[src/shared/nvm_access_defs.svh]
/*
 constants for the configuration-area access link: area codes, address
 window limits, widths and timing counts. assumes inclusion by bare name.
*/
`ifndef NVM_ACCESS_DEFS_SVH
`define NVM_ACCESS_DEFS_SVH

`define AREA_SEL_W 2
`define AREA_CFG_A 2'h1
`define AREA_CFG_B 2'h3
`define PTR_W 22
`define CFG_LO 22'h200000
`define CFG_HI 22'h3fffff
`define FETCH_CYCLES 4'h3
`define PROG_CYCLES 8'h20
`define UNLOCK_KEY1 8'h55
`define UNLOCK_KEY2 8'haa

`define REG_CTRL 12'h000
`define REG_PTR 12'h004
`define REG_LATCH 12'h008
`define REG_STATUS 12'h00c
`define REG_UNLOCK 12'h010
`define CTRL_FETCH_BIT 0
`define CTRL_GO_BIT 1
`define CTRL_UNLOCK_EN_BIT 2
`define CTRL_FAULT_CLR_BIT 3
`define CTRL_AREA_LSB 4

`endif

[src/shared/nvm_access_pkg.sv]
/*
 types used by the device end of the configuration-area access link.
 assumes nvm_access_defs.svh is on the include path.
*/
`default_nettype none
`include "nvm_access_defs.svh"
package nvm_access_pkg;
   typedef logic [`PTR_W-1:0] addr_t;
   typedef logic [`AREA_SEL_W-1:0] area_t;
   typedef enum logic [2:0] {
      st_idle, st_fetch, st_prog
   } dev_state_e;
endpackage
`default_nettype wire

[src/shared/nvm_access_if.sv]
/*
 link between the cpu-side controller and the nonvolatile access logic.
 assumes a single clock domain driven by the bench.
*/
`default_nettype none
`include "nvm_access_defs.svh"
interface nvm_access_if;
   logic [`AREA_SEL_W-1:0] area_select;
   logic [`PTR_W-1:0] lookup_pointer;
   logic lookup_fetch_op;
   logic [7:0] lookup_latch;
   logic cpu_stall;
   logic program_unlock_enable;
   logic program_go;
   logic [7:0] unlock_key;
   logic unlock_key_strobe;
   logic [7:0] program_data;
   logic program_busy;
   logic program_fault_flag;
   logic fault_clear;
   modport dev (
      input area_select, lookup_pointer, lookup_fetch_op,
      input program_unlock_enable, program_go, unlock_key,
      input unlock_key_strobe, program_data, fault_clear,
      output lookup_latch, cpu_stall, program_busy, program_fault_flag
   );
   modport cpu (
      output area_select, lookup_pointer, lookup_fetch_op,
      output program_unlock_enable, program_go, unlock_key,
      output unlock_key_strobe, program_data, fault_clear,
      input lookup_latch, cpu_stall, program_busy, program_fault_flag
   );
endinterface
`default_nettype wire

[src/hdl/nvm_access_dev.sv]
/*
 nonvolatile configuration-area access logic: table fetch into the lookup
 latch with cpu stall, and gated programming with fault tracking.
 assumes the cpu end drives the link synchronously to pclk; the
 interrupting resets arrive as synchronous pulses from the reset block.
// Summary of operation
// - area codes 01 or 11 route config accesses
// - pointer then fetch puts byte in latch
// - stall cpu until latch is loaded
// - out-of-range fetch clears latch to zero
// - reset during programming sets fault flag
// - go ignored unless unlock enable set
// - software unlocks before every program operation
// - hardware never clears unlock enable itself
// - software keeps unlock enable clear normally
// - software verifies page against ram copy
// - software rechecks location after interrupted write
*/
// Design decisions made here: register access over APB and the placing of the registers.
`default_nettype none
`include "nvm_access_defs.svh"
module nvm_access_dev #(
   parameter int STORE_DEPTH = 16,
   parameter int STORE_IW = 4
) (
   // clock and reset
   input wire logic pclk,
   input wire logic presetn,
   // interrupting resets, one-cycle pulses
   input wire logic master_clear_reset,
   input wire logic watchdog_timeout,
   // link to the cpu end
   nvm_access_if.dev link
);
   typedef struct packed {
      nvm_access_pkg::dev_state_e state;
      logic [7:0] count;
      logic [7:0] latch;
      logic stall;
      logic busy;
      logic fault;
      logic [1:0] keys;
      logic [STORE_IW-1:0] idx;
      logic [7:0] wbyte;
   } state_s;

   state_s cur, nxt;
   logic [7:0] store_rdata;
   logic store_wr;

   function automatic logic area_ok(input nvm_access_pkg::area_t a);
      return a == `AREA_CFG_A || a == `AREA_CFG_B;
   endfunction

   function automatic logic addr_ok(input nvm_access_pkg::addr_t p);
      return p >= `CFG_LO && p <= `CFG_HI &&
         (p - `CFG_LO) < `PTR_W'(STORE_DEPTH);
   endfunction

   cfg_area_store #(.DEPTH(STORE_DEPTH), .IW(STORE_IW)) u_store (
      .pclk(pclk),
      .presetn(presetn),
      .idx(cur.idx),
      .wr(store_wr),
      .wdata(cur.wbyte),
      .rdata(store_rdata)
   );

   always_comb begin
      nxt = cur;
      store_wr = 1'b0;
      // unlock sequence: two keys in order, one arm per program operation
      if (link.unlock_key_strobe) begin
         if (link.unlock_key == `UNLOCK_KEY1) begin
            nxt.keys = 2'h1;
         end else if (link.unlock_key == `UNLOCK_KEY2 && cur.keys == 2'h1) begin
            nxt.keys = 2'h3;
         end else begin
            nxt.keys = 2'h0;
         end
      end
      case (cur.state)
         nvm_access_pkg::st_idle: begin
            if (link.lookup_fetch_op) begin
               nxt.state = nvm_access_pkg::st_fetch;
               nxt.stall = 1'b1;
               nxt.count = 8'(`FETCH_CYCLES);
               nxt.idx = STORE_IW'(link.lookup_pointer - `CFG_LO);
            end else if (link.program_go && link.program_unlock_enable
                  && cur.keys == 2'h3 && area_ok(link.area_select)
                  && addr_ok(link.lookup_pointer)) begin
               nxt.state = nvm_access_pkg::st_prog;
               nxt.busy = 1'b1;
               nxt.keys = 2'h0;
               nxt.count = `PROG_CYCLES;
               nxt.idx = STORE_IW'(link.lookup_pointer - `CFG_LO);
               nxt.wbyte = link.program_data;
            end
         end
         nvm_access_pkg::st_fetch: begin
            if (cur.count == 8'h1) begin
               // address held stable by the stalled cpu
               if (area_ok(link.area_select) && addr_ok(link.lookup_pointer))
               begin
                  nxt.latch = store_rdata;
               end else begin
                  nxt.latch = 8'h00;
               end
               nxt.stall = 1'b0;
               nxt.state = nvm_access_pkg::st_idle;
            end else begin
               nxt.count = cur.count - 8'h1;
            end
         end
         nvm_access_pkg::st_prog: begin
            if (master_clear_reset || watchdog_timeout) begin
               // write is aborted; the cell is left untouched
               nxt.fault = 1'b1;
               nxt.busy = 1'b0;
               nxt.state = nvm_access_pkg::st_idle;
            end else if (cur.count == 8'h1) begin
               store_wr = 1'b1;
               nxt.busy = 1'b0;
               nxt.state = nvm_access_pkg::st_idle;
            end else begin
               nxt.count = cur.count - 8'h1;
            end
         end
         default: begin
            nxt.state = nvm_access_pkg::st_idle;
         end
      endcase
      // set wins over a same-cycle clear
      if (link.fault_clear && !(cur.state == nvm_access_pkg::st_prog
            && (master_clear_reset || watchdog_timeout))) begin
         nxt.fault = 1'b0;
      end
   end

   // the interrupting resets act through the logic above, not presetn,
   // so the fault flag survives them
   always_ff @(posedge pclk or negedge presetn) begin
      if (!presetn) begin
         cur <= '0;
      end else begin
         cur <= nxt;
      end
   end

   // unlock enable is an input only and is never written here
   assign link.lookup_latch = cur.latch;
   assign link.cpu_stall = cur.stall;
   assign link.program_busy = cur.busy;
   assign link.program_fault_flag = cur.fault;
endmodule
`default_nettype wire

[src/hdl/cfg_area_store.sv]
/*
 small flip-flop store standing in for the configuration areas; one byte
 per index, read combinationally, written by the device on program end.
 assumes the caller bounds the index to the store depth.
*/
`default_nettype none
module cfg_area_store #(
   parameter int DEPTH = 16,
   parameter int IW = 4
) (
   // clock and reset
   input wire logic pclk,
   input wire logic presetn,
   // access
   input wire logic [IW-1:0] idx,
   input wire logic wr,
   input wire logic [7:0] wdata,
   output logic [7:0] rdata
);
   logic [7:0] mem [DEPTH];

   generate
      for (genvar i = 0; i < DEPTH; i++) begin : g_cell
         always_ff @(posedge pclk or negedge presetn) begin
            if (!presetn) begin
               mem[i] <= 8'hff;
            end else if (wr && idx == IW'(i)) begin
               mem[i] <= wdata;
            end
         end
      end
   endgenerate

   assign rdata = mem[idx];
endmodule
`default_nettype wire

[src/flat_wrapper.sv]
// flat-port wrapper written by rule: the top's interface ports become plain ports
module nvm_access_dev_flat 
#(
   parameter int STORE_DEPTH = 16,
   parameter int STORE_IW = 4
)
  (pclk, presetn, master_clear_reset, watchdog_timeout, link_area_select, link_lookup_pointer, link_lookup_fetch_op, link_program_unlock_enable, link_program_go, link_unlock_key, link_unlock_key_strobe, link_program_data, link_fault_clear, link_lookup_latch, link_cpu_stall, link_program_busy, link_program_fault_flag);
  nvm_access_if link_i ();
  input wire logic pclk;
  input wire logic presetn;
  input wire logic master_clear_reset;
  input wire logic watchdog_timeout;
  input wire logic [$bits(link_i.area_select)-1:0] link_area_select;
  input wire logic [$bits(link_i.lookup_pointer)-1:0] link_lookup_pointer;
  input wire logic [$bits(link_i.lookup_fetch_op)-1:0] link_lookup_fetch_op;
  input wire logic [$bits(link_i.program_unlock_enable)-1:0] link_program_unlock_enable;
  input wire logic [$bits(link_i.program_go)-1:0] link_program_go;
  input wire logic [$bits(link_i.unlock_key)-1:0] link_unlock_key;
  input wire logic [$bits(link_i.unlock_key_strobe)-1:0] link_unlock_key_strobe;
  input wire logic [$bits(link_i.program_data)-1:0] link_program_data;
  input wire logic [$bits(link_i.fault_clear)-1:0] link_fault_clear;
  output wire logic [$bits(link_i.lookup_latch)-1:0] link_lookup_latch;
  output wire logic [$bits(link_i.cpu_stall)-1:0] link_cpu_stall;
  output wire logic [$bits(link_i.program_busy)-1:0] link_program_busy;
  output wire logic [$bits(link_i.program_fault_flag)-1:0] link_program_fault_flag;
  assign link_i.area_select = link_area_select;
  assign link_i.lookup_pointer = link_lookup_pointer;
  assign link_i.lookup_fetch_op = link_lookup_fetch_op;
  assign link_i.program_unlock_enable = link_program_unlock_enable;
  assign link_i.program_go = link_program_go;
  assign link_i.unlock_key = link_unlock_key;
  assign link_i.unlock_key_strobe = link_unlock_key_strobe;
  assign link_i.program_data = link_program_data;
  assign link_i.fault_clear = link_fault_clear;
  assign link_lookup_latch = link_i.lookup_latch;
  assign link_cpu_stall = link_i.cpu_stall;
  assign link_program_busy = link_i.program_busy;
  assign link_program_fault_flag = link_i.program_fault_flag;
  nvm_access_dev #(.STORE_DEPTH(STORE_DEPTH), .STORE_IW(STORE_IW)) u_core (.pclk(pclk), .presetn(presetn), .master_clear_reset(master_clear_reset), .watchdog_timeout(watchdog_timeout), .link(link_i));
endmodule
[config.mk]
export PLATFORM = sky130hd
export DESIGN_NAME = nvm_access_dev_flat
export DESIGN_NICKNAME = d
export VERILOG_FILES = /design/src/shared/nvm_access_pkg.sv /design/src/shared/nvm_access_if.sv /design/src/hdl/nvm_access_dev.sv /design/src/hdl/cfg_area_store.sv /design/src/flat_wrapper.sv
export VERILOG_INCLUDE_DIRS = /design/src /design/src/shared
export SDC_FILE = /design/constraint.sdc
export NUM_CORES = 1
export LEC_CHECK = 0
export BUFFER_PORTS_ARGS = -buffer_cell sky130_fd_sc_hd__buf_2
export CAP_MARGIN = 20
export CORE_ASPECT_RATIO = 1.5
export CORE_MARGIN = 2
export CORE_UTILIZATION = 50
export CTS_CLUSTER_SIZE = 14
export DETAILED_ROUTE_END_ITERATION = 10
export PLACE_DENSITY = 0.67
export SLEW_MARGIN = 20
export SYNTH_ARGS = -nofsm -noshare
export SYNTH_HDL_FRONTEND = slang
export SYNTH_HIERARCHICAL = 1
export SYNTH_SLANG_ARGS = --single-unit
[constraint.sdc]
create_clock -name pclk -period 2.5 [get_ports pclk]
set_input_delay 0.75 -clock pclk [delete_from_list [all_inputs] [get_ports pclk]]
set_output_delay 0.75 -clock pclk [all_outputs]
set_load 0.005 [all_outputs]
==> metrics.csv, run 1 <==
stage,metric,value,unit
setup_path,path_class,input port to flop,
timing,final-setup-viol-count,0,
outcome,status,completed,
setup_path,setup.worst_path.end_class,flop,
floorplanning,die_h,157,microns
synth,syn_area,7820,sq um
setup_path,crit_arrival,2.70,ns
cts,clkSlewWorstSetupHoldPaths,0.07,ns
synth,synth_seq_cells,164,
setup_path,critical_path_buf_inv_count,1,
worst_hold_path,min_path_type,input port to asynchronous set/reset pin,
setup_path,cp.required,2.79,ns
finish,final_nets,685,
timing,clock-skew-final,0.0156,ns
cts,clk_latency,0.42,ns
setup_path,worstPathMaxFanout,3,
pwr,swShare,0.269,
finish,final_cell_mix,"mux2_2, dfstp_2, buf_2, buf_4, dfrtp_1",
global_routing,grt_use_met2,0.404,
pwr,internal-power,4.49,mW
synth,syn_avg_cell_area,14.4,sq um
floorplanning,die_w,106,microns
setup_path,reg2regPathDepth,5,
floorplanning,die_area,16700,sq um
synth,syn_inst,541,
cts,clockBufferDepth,2,
synth,synth_cell_types,55,
floorplanning,core_region_area,15500,sq um
setup_path,path_depth,6,
global_routing,grt-busiest-layer,met2,
timing,rsz0062_at_grt,false,
pwr,pwr-share-clk,0.402,
cts,root_buffer,clkbuf_16,
synth,ys_seq_area_frac,0.546,
drt,vias,4791,
timing,fin_crit_sh,0.964,
flow_run,maxCapViolCount,0,
drt,drc_errors,0,
drt,wire_per_inst,20.0,microns
setup_path,start_kind,input port,
pwr,power_frac_comb,0.123,
timing,layout_min_cycle_time,2.41,ns
placement,io_buffers,58,
drt,drt_iter0_drc,142,
cts,numCtsBuffers,17,
pwr,p_leak,3.95,nW
pwr,power_frac_seq,0.475,
global_routing,grt_pass1_wl,27600,microns
setup_path,critPathMaxStageDelay,0.54,ns
synth,dominantRegCellSynth,dfstp_2,
setup_path,cp_top_family,simple AND/OR/NAND/NOR gates,
global_routing,overflow,0,
cts,h-tree-depth,4,
finish,drive_above_1_share,0.711,
floorplanning,io_pins,60,
synth,async_reset_ff_frac,1.00,
pwr,switchingPower,1.65,mW
cts,cts_sinks,164,
timing,max_slew_margin,0.555,
timing,worst_pin_slew,0.665,ns
drt,drtPass1Iterations,4,
setup_path,cp_slowest_cell,or4_1,
timing,timing.final.max_slew_violations,0,
floorplanning,rows,56,
finish,diodes,0,
setup_path,crit_path_cell_trace,"buf_2, or4_1, or4_1, o211a_1, or2_1, a211o_1",
drt,routed_wl,17000,microns
global_routing,grt.met3_usage,0.0385,
finish,layout_commonest_cell,mux2_2,
global_routing,grt_pass1_vias,5316,
global_routing,grt_use_met1,0.246,
timing,hold_violations,0,
finish,area_growth,17.9,%
finish,instances_no_fill,850,
global_routing,antenna_found_initial,0,
global_routing,grt_max_degree,53,
drt,ant_nets,0,
placement,placed_cells,818,
timing,max_clock_freq,415,MHz
synth,syn_nets,592,
drt,via_per_inst,5.64,
synth,synth_edf_count,0,
cts,cts_tree,done,
placement,routabilityCongestion,0.849,
finish,final_util,0.595,
synth,yosysWarnings,6,
floorplanning,initial_utilization,0.505,
cts,cts_hold_buf,0,
global_routing,grt.total_usage,0.220,
setup_path,crit_top_cell,or4_1,
pwr,ir_drop,0.394,mV
pwr,power.density,666,nW/um^2
placement,dp_hpwl,12300,microns
## timing repair
item | CTS | global route
buffers inserted | 0 | 0
gates resized for setup | 0 | 2
setup endpoints to repair | 0 | 8
## cell usage after synthesis (all sizes together) (2+ instances only)
master  number  area share
or3          3      0.0024
nand2       32       0.015
or2          3      0.0024
a211o        2      0.0022
nor2        25       0.015
nor4bb       2      0.0026
nand3        4      0.0026
a31oi        2      0.0016
nor4         3      0.0032
or4          3      0.0029
o21ai       13      0.0083
a21oi        5      0.0032
and3         4      0.0032
nor2b        3      0.0024
buf         22       0.019
a22o         2      0.0024
ha           2      0.0032
inv          4      0.0019
dfrtp       36        0.12
and4b        2      0.0026
mux2       141        0.21
a22oi       16       0.015
xnor2        2      0.0022
nand3b       4      0.0054
or4bb        2      0.0029
dfstp      128        0.43
nand2b       8      0.0064
nor3         6      0.0038
mux4        32       0.092
clkbuf      14      0.0067
nand4        2      0.0016
nor3b        2      0.0026
## area by class of cell
class / instances / area, sq um
tap: 203 / 254
sequential: 164 / 4270
multi-input combinational: 337 / 3360
clock inverter: 13 / 111
inverter: 4 / 15.0
timing repair buffer: 110 / 762
clock buffer: 19 / 454
fill: 1235 / 6270
## worst reg2reg max path: cells and delay by family (launching register included)
kind	cells	cell delay, ns
AND/OR/NAND/NOR	3	1.21
AO/OA/AOI/OAI	2	0.56
flip-flops	1	0.46
## kinds of logic (layout without fill, tap and decap cells)
logic type,count (synthesis),in the layout,synth area share
fa+ha+maj,2,2,0.00320
buf+inv,40,146,0.0277
compound gates,47,47,0.0405
xor+xnor,2,2,0.00224
flops,164,164,0.546
other cells,1,1,0.000480
mux,173,173,0.299
simple gates,112,112,0.0812
## registers in the layout, indices dropped and copies added (netlist names)
| name | cells |
|---|---|
| u_core/link.lookup_latch | 8 |
| u_core/u_store/mem | 128 |
| u_core/cur | 25 |
| u_core/link.program_busy | 1 |
| u_core/link.cpu_stall | 1 |
| u_core/link.program_fault_flag | 1 |
## stage by stage
step                worst slack (ns)  setup TNS (ns)  hold WS (ns)  instance area [sq um]  total power, mW
floorplan                    -0.0997          -0.336         0.451                   7830             3.45
global placement              -0.288           -2.35         0.464                   8640             3.69
detailed placement            -0.305           -2.97         0.468                   8640             3.71
CTS                            0.122               0         0.246                   9210             6.22
global route                  0.0713               0         0.254                   9220             6.43
finish                        0.0897               0         0.240                   9220             6.14
## layer usage
metal	share of wire	vias to the layer above
met1	0.39	2456
met5	0	-
li1	-	2173
met4	0.031	0
met3	0.043	32
met2	0.54	130
## path summary, 6_finish.rpt
kind / end / slack [ns] / start
worst max-delay path: u_core/cur[32] / 0.09 / link_lookup_pointer[5]
worst min-delay path: u_core/cur[12] / 0.24 / presetn
worst max register to register: u_core/cur[32] / 0.15 / u_core/cur[35]
worst min register to register: u_core/link.lookup_latch[4] / 0.48 / u_core/link.lookup_latch[4]
max in group asynchronous: u_core/u_store/mem[12] / 1.52 / presetn
min in group pclk: u_core/link.lookup_latch[4] / 0.48 / u_core/link.lookup_latch[4]
## power groups by stage
stage	logic [mW]	registers, mW	clock network (mW)
floorplan	0.545	2.91	0
global placement	0.746	2.95	0
detailed placement	0.757	2.95	0
CTS	0.760	2.91	2.55
global route	0.841	2.93	2.65
finish	0.754	2.92	2.47
Power figures use the tool's default switching activity.
==> run 2, diff against run 1 <==
CORE_UTILIZATION = 54   (was 50)
GPL_ROUTABILITY_DRIVEN = 0   (was default)
PLACE_DENSITY = 0.75   (was 0.67)
clock period = 2 ns   (was 2.5 ns; I/O delays follow)
==> metrics.csv, run 2 (same netlist as run 1, synthesis figures left out) <==
stage,metric,value,unit,change
finish,drive_above_1_share,0.756,,was 0.711
global_routing,grt_use_met1,0.296,,was 0.246
floorplanning,core_region_area,14100,sq um,"was 15,500 sq um"
floorplanning,die_h,151,microns,was 157 microns
floorplanning,initial_utilization,0.556,,was 0.505
floorplanning,die_w,102,microns,was 106 microns
timing,max_slew_margin,0.577,,was 0.555
timing,max_clock_freq,449,MHz,
finish,diodes,0,,unchanged
global_routing,overflow,0,,unchanged
setup_path,cp.required,2.32,ns,was 2.79 ns
worst_hold_path,min_path_type,input port to asynchronous set/reset pin,,unchanged
cts,cts_tree,done,,unchanged
global_routing,grt-busiest-layer,met2,,unchanged
global_routing,grt.total_usage,0.257,,was 0.220
floorplanning,io_pins,60,,unchanged
floorplanning,die_area,15500,sq um,"was 16,700 sq um"
timing,rsz0062_at_grt,true,,was false
cts,cts_hold_buf,0,,unchanged
finish,instances_no_fill,855,,was 850
outcome,status,"finished, violations left",,was completed
cts,clockBufferDepth,2,,unchanged
setup_path,setup.worst_path.end_class,flop,,unchanged
finish,layout_commonest_cell,dfstp_2,,was mux2_2
timing,layout_min_cycle_time,2.23,ns,
global_routing,grt_max_degree,67,,was 53
global_routing,grt_pass1_vias,5545,,"was 5,316"
cts,h-tree-depth,4,,unchanged
finish,final_cell_mix,"dfstp_2, mux2_4, buf_2, buf_4, mux2_2",,"was mux2_2, dfstp_2, buf_2, buf_4, dfrtp_1"
timing,fin_ws,-0.228,ns,was 0.0897 ns
timing,hold_violations,0,,unchanged
finish,largest_reg_flops,128,,unchanged
setup_path,crit_top_cell,or4_4,,was or4_1
timing,timing.final.max_slew_violations,0,,unchanged
finish,final_nets,701,,was 685
setup_path,cp_slowest_cell,or4_4,,was or4_1
global_routing,antenna_found_initial,0,,unchanged
drt,vias,4894,,"was 4,791"
pwr,p_leak,4.26,nW,was 3.95 nW
cts,root_buffer,clkbuf_16,,unchanged
setup_path,critPathMaxStageDelay,0.57,ns,was 0.54 ns
flow_run,maxCapViolCount,0,,unchanged
finish,top_register,u_core/u_store/mem,,unchanged
setup_path,crit_arrival,2.55,ns,was 2.70 ns
setup_path,crit_path_cell_trace,"buf_6, or4_4, or4_4, o211a_4, or2_4, a22o_2",,"was buf_2, or4_1, or4_1, o211a_1, or2_1, a211o_1"
placement,dp_hpwl,12000,microns,"was 12,300 microns"
drt,drtPass1Iterations,4,,unchanged
cts,clk_latency,0.42,ns,about the same
drt,routed_wl,18300,microns,"was 17,000 microns"
finish,fillers,874,,"was 1,235"
global_routing,grt.met3_usage,0.0466,,was 0.0385
pwr,ir_drop,0.584,mV,was 0.394 mV
placement,io_buffers,58,,unchanged
cts,clkSlewWorstSetupHoldPaths,0.07,ns,about the same
placement,placed_cells,813,,was 818
setup_path,reg2reg_slack,-0.15,ns,was 0.15 ns
setup_path,start_kind,input port,,unchanged
timing,clock-skew-final,0.00950,ns,was 0.0156 ns
timing,worst_pin_slew,0.635,ns,was 0.665 ns
setup_path,worstPathMaxFanout,3,,unchanged
floorplanning,rows,53,,was 56
drt,via_per_inst,5.72,,was 5.64
timing,hold_ws,0.177,ns,was 0.240 ns
timing,final-setup-viol-count,103,,was 0
finish,register_area,4270,sq um,unchanged
global_routing,grt_use_met2,0.468,,was 0.404
finish,area_growth,28.7,%,was 17.9%
drt,ant_nets,0,,unchanged
timing,fin_crit_sh,1.11,,
pwr,total_power,8.08,mW,was 6.14 mW
global_routing,grt_pass1_wl,29800,microns,"was 27,600 microns"
outcome,violations,negative setup slack,,
drt,drc_errors,0,,unchanged
drt,drt_iter0_drc,216,,was 142
finish,multi_input_area,3890,sq um,was 3360 sq um
cts,numCtsBuffers,17,,unchanged
setup_path,path_class,input port to flop,,unchanged
pwr,power.density,804,nW/um^2,was 666 nW/um^2
drt,wire_per_inst,21.4,microns,was 20.0 microns
cts,cts_sinks,164,,unchanged
## run 2: cell count changes in the layout (fill, tap and decap cells not counted), sizes merged
cell,delta
clkinv,+2
clkbuf,-2
bufinv,+1
buf,+16
clkinvlp,-1
## run 2: report_power, final
group	leakage (nW)	switching, mW	internal [mW]
combinational	2.21	0.633	0.608
sequential	1.77	0.142	3.49
clock	0.286	1.44	1.77
## run 2: layout make-up
cell class              count  area share
repair buffers            126       0.105
clock buffers              17      0.0423
multi-input cells         337       0.387
clock inverters            15      0.0165
well taps                 192      0.0239
inverters                   4     0.00149
flip-flops and latches    164       0.424
## run 2: worst max-delay path, delay by kind of cell
family / cells / cell delay, ns
buf+inv: 1 / 0.09
compound gates: 2 / 0.51
simple gates: 3 / 1.35
## run 2: layer usage
layer | vias to the layer above | routed length (microns)
met1 | 2573 | 7020
met3 | 27 | 440
met5 | - | 0
met2 | 92 | 10200
met4 | 0 | 575
li1 | 2202 | -
## run 2: per-stage QoR
step	utilization	instance area (sq um)	TNS, ns	setup slack (ns)
2_1_floorplan	-	7880	-5.23	-0.448
3_3_place_gp	0.628	8830	-32.34	-0.616
3_5_place_dp	0.628	8830	-40.11	-0.641
4_1_cts	0.703	9880	-5.46	-0.224
5_1_grt	0.716	10100	-14.51	-0.258
6_report	0.716	10100	-6.19	-0.228
## run 2: final timing paths
kind	startpoint	end	cells after the start
max in group asynchronous	presetn	u_core/u_store/mem[57]	2
min reg2reg	u_core/link.lookup_latch[5]	u_core/link.lookup_latch[5]	2
min in group pclk	link_fault_clear	u_core/link.program_fault_flag	2
min	presetn	u_core/u_store/mem[93]	1
max	link_lookup_pointer[8]	u_core/cur[31]	6
max reg2reg	u_core/cur[35]	u_core/cur[31]	5
## run 2: timing repair
item	4_1_cts	5_1_grt
pin swaps	18	16
gates resized for setup	99	45
setup buffers	11	4
setup endpoints to repair	144	150
cloned	1	0
==> run 3, diff against run 2 <==
BUFFER_PORTS_ARGS = -buffer_cell sky130_fd_sc_hd__buf_4   (was -buffer_cell sky130_fd_sc_hd__buf_2)
==> metrics.csv, run 3 (same netlist as run 1, synthesis figures left out) <==
stage,metric,value,unit,change
pwr,power.density,794,nW/um^2,was 804 nW/um^2
placement,dp_hpwl,12000,microns,about the same
finish,instances_no_fill,851,,was 855
cts,clkSlewWorstSetupHoldPaths,0.07,ns,about the same
drt,vias,4884,,"was 4,894"
global_routing,grt.total_usage,0.247,,was 0.257
cts,root_buffer,clkbuf_16,,unchanged
global_routing,grt_max_degree,63,,was 67
setup_path,reg2reg_slack,-0.17,ns,was -0.15 ns
timing,fin_ws,-0.225,ns,was -0.228 ns
pwr,ir_drop,0.693,mV,was 0.584 mV
floorplanning,rows,53,,unchanged
drt,drc_errors,0,,unchanged
timing,hold_violations,0,,unchanged
timing,fin_setup_tns,-2.42,ns,was -6.19 ns
timing,hold_ws,0.0741,ns,was 0.177 ns
finish,layout_commonest_cell,dfstp_2,,unchanged
floorplanning,core_region_area,14100,sq um,unchanged
cts,cts_tree,done,,unchanged
timing,fin_crit_sh,1.11,,about the same
global_routing,overflow,0,,unchanged
finish,register_area,4270,sq um,unchanged
worst_hold_path,min_path_type,input port to asynchronous set/reset pin,,unchanged
timing,max_slew_margin,0.579,,was 0.577
finish,final_cell_mix,"dfstp_2, mux2_4, buf_4, mux2_2, dfrtp_1",,"was dfstp_2, mux2_4, buf_2, buf_4, mux2_2"
cts,clk_latency,0.42,ns,about the same
setup_path,worstPathMaxFanout,3,,unchanged
drt,drtPass1Iterations,7,,was 4
cts,h-tree-depth,4,,unchanged
floorplanning,die_h,151,microns,unchanged
finish,largest_reg_flops,128,,unchanged
finish,drive_above_1_share,0.744,,was 0.756
outcome,status,"finished, violations left",,unchanged
setup_path,critPathMaxStageDelay,0.54,ns,was 0.57 ns
drt,ant_nets,0,,unchanged
setup_path,path_class,input port to flop,,unchanged
setup_path,crit_arrival,2.53,ns,was 2.55 ns
timing,timing.final.max_slew_violations,0,,unchanged
floorplanning,initial_utilization,0.556,,unchanged
placement,io_buffers,58,,unchanged
finish,top_register,u_core/u_store/mem,,unchanged
setup_path,start_kind,input port,,unchanged
setup_path,crit_path_cell_trace,"buf_6, or4_4, or4_4, o211a_1, or2_4, a211o_1",,"was buf_6, or4_4, or4_4, o211a_4, or2_4, a22o_2"
timing,rsz0062_at_grt,true,,unchanged
timing,worst_pin_slew,0.631,ns,was 0.635 ns
floorplanning,die_w,102,microns,unchanged
finish,area_growth,29.9,%,was 28.7%
drt,wire_per_inst,21.4,microns,about the same
global_routing,antenna_found_initial,0,,unchanged
timing,layout_min_cycle_time,2.23,ns,about the same
finish,final_nets,697,,was 701
drt,routed_wl,18200,microns,"was 18,300 microns"
setup_path,setup.worst_path.end_class,flop,,unchanged
setup_path,crit_top_cell,or4_4,,unchanged
cts,cts_sinks,164,,unchanged
timing,max_clock_freq,449,MHz,about the same
global_routing,grt_pass1_vias,5426,,"was 5,545"
setup_path,cp_slowest_cell,or4_4,,unchanged
finish,multi_input_area,3870,sq um,was 3890 sq um
flow_run,maxCapViolCount,0,,unchanged
setup_path,cp.required,2.31,ns,was 2.32 ns
finish,diodes,0,,unchanged
setup_path,r2r-start,u_core/cur[33],,was u_core/cur[35]
placement,placed_cells,812,,was 813
outcome,violations,negative setup slack,,unchanged
drt,via_per_inst,5.74,,was 5.72
setup_path,crit_start,link_lookup_pointer[18],,was link_lookup_pointer[8]
floorplanning,io_pins,60,,unchanged
cts,clockBufferDepth,2,,unchanged
cts,cts_hold_buf,0,,unchanged
setup_path,endpoint,u_core/cur[29],,was u_core/cur[31]
setup_path,reg2regPathDepth,5,,unchanged
floorplanning,die_area,15500,sq um,unchanged
drt,drt_iter0_drc,222,,was 216
setup_path,r2r-end,u_core/cur[29],,was u_core/cur[31]
pwr,p_leak,4.30,nW,was 4.26 nW
cts,numCtsBuffers,17,,unchanged
timing,clock-skew-final,0.0113,ns,was 0.00950 ns
finish,fillers,875,,was 874
global_routing,grt_pass1_wl,28700,microns,"was 29,800 microns"
timing,final-setup-viol-count,63,,was 103
==> run 3: critical path: cells and delay by family <==
| kind | cells | cell delay (ns) |
|---|---|---|
| compound gates | 2 | 0.51 |
| buf+inv | 1 | 0.09 |
| simple gates | 3 | 1.33 |
==> run 3: worst min-delay path by stage <==
stage                                      startpoint                     endpoint  slack, ns  depth (start not counted)
after global placement    u_core/link.lookup_latch[5]  u_core/link.lookup_latch[5]       0.47                          2
after global routing                          presetn                u_core/cur[6]       0.08                          1
after detailed placement  u_core/link.lookup_latch[4]  u_core/link.lookup_latch[4]       0.48                          2
after CTS                                     presetn                u_core/cur[5]       0.08                          1
final                                         presetn                u_core/cur[5]       0.07                          1
after floorplan                               presetn                u_core/cur[0]       0.30                          0
==> run 3: per-stage QoR <==
stage | utilization | power (mW) | worst slack, ns | instance area (sq um)
after floorplan | - | 4.33 | -0.448 | 7880
after global placement | 0.640 | 4.82 | -0.629 | 8990
after detailed placement | 0.640 | 4.87 | -0.661 | 8990
after CTS | 0.704 | 8.09 | -0.236 | 9900
after global routing | 0.722 | 8.39 | -0.249 | 10200
final | 0.722 | 8.06 | -0.225 | 10200
==> run 3: layout make-up <==
| class | instances | area share |
|---|---|---|
| flip-flops and latches | 164 | 0.420 |
| clock buffers | 20 | 0.0451 |
| multi-input cells | 337 | 0.381 |
| inverters | 4 | 0.00148 |
| clock inverters | 12 | 0.0112 |
| repair buffers | 122 | 0.117 |
| well taps | 192 | 0.0237 |
==> run 3: timing repair <==
item                       in CTS  in global routing
pin swaps                      19                 13
hold endpoints to repair        0                  0
cloned                          1                  0
setup buffers                  10                  1
gates resized for setup        69                 69
setup endpoints to repair     144                149
==> run 3: routing by layer <==
layer / wire, microns / global-route usage
met1: 7150 / 0.282
met5: 0 / 0
met4: 584 / 0.109
met3: 428 / 0.0448
met2: 10000 / 0.446
==> run 3: power breakdown <==
group | switching [mW] | internal [mW]
clock | 1.41 | 1.71
combinational | 0.638 | 0.685
sequential | 0.136 | 3.49
total | 2.18 | 5.88
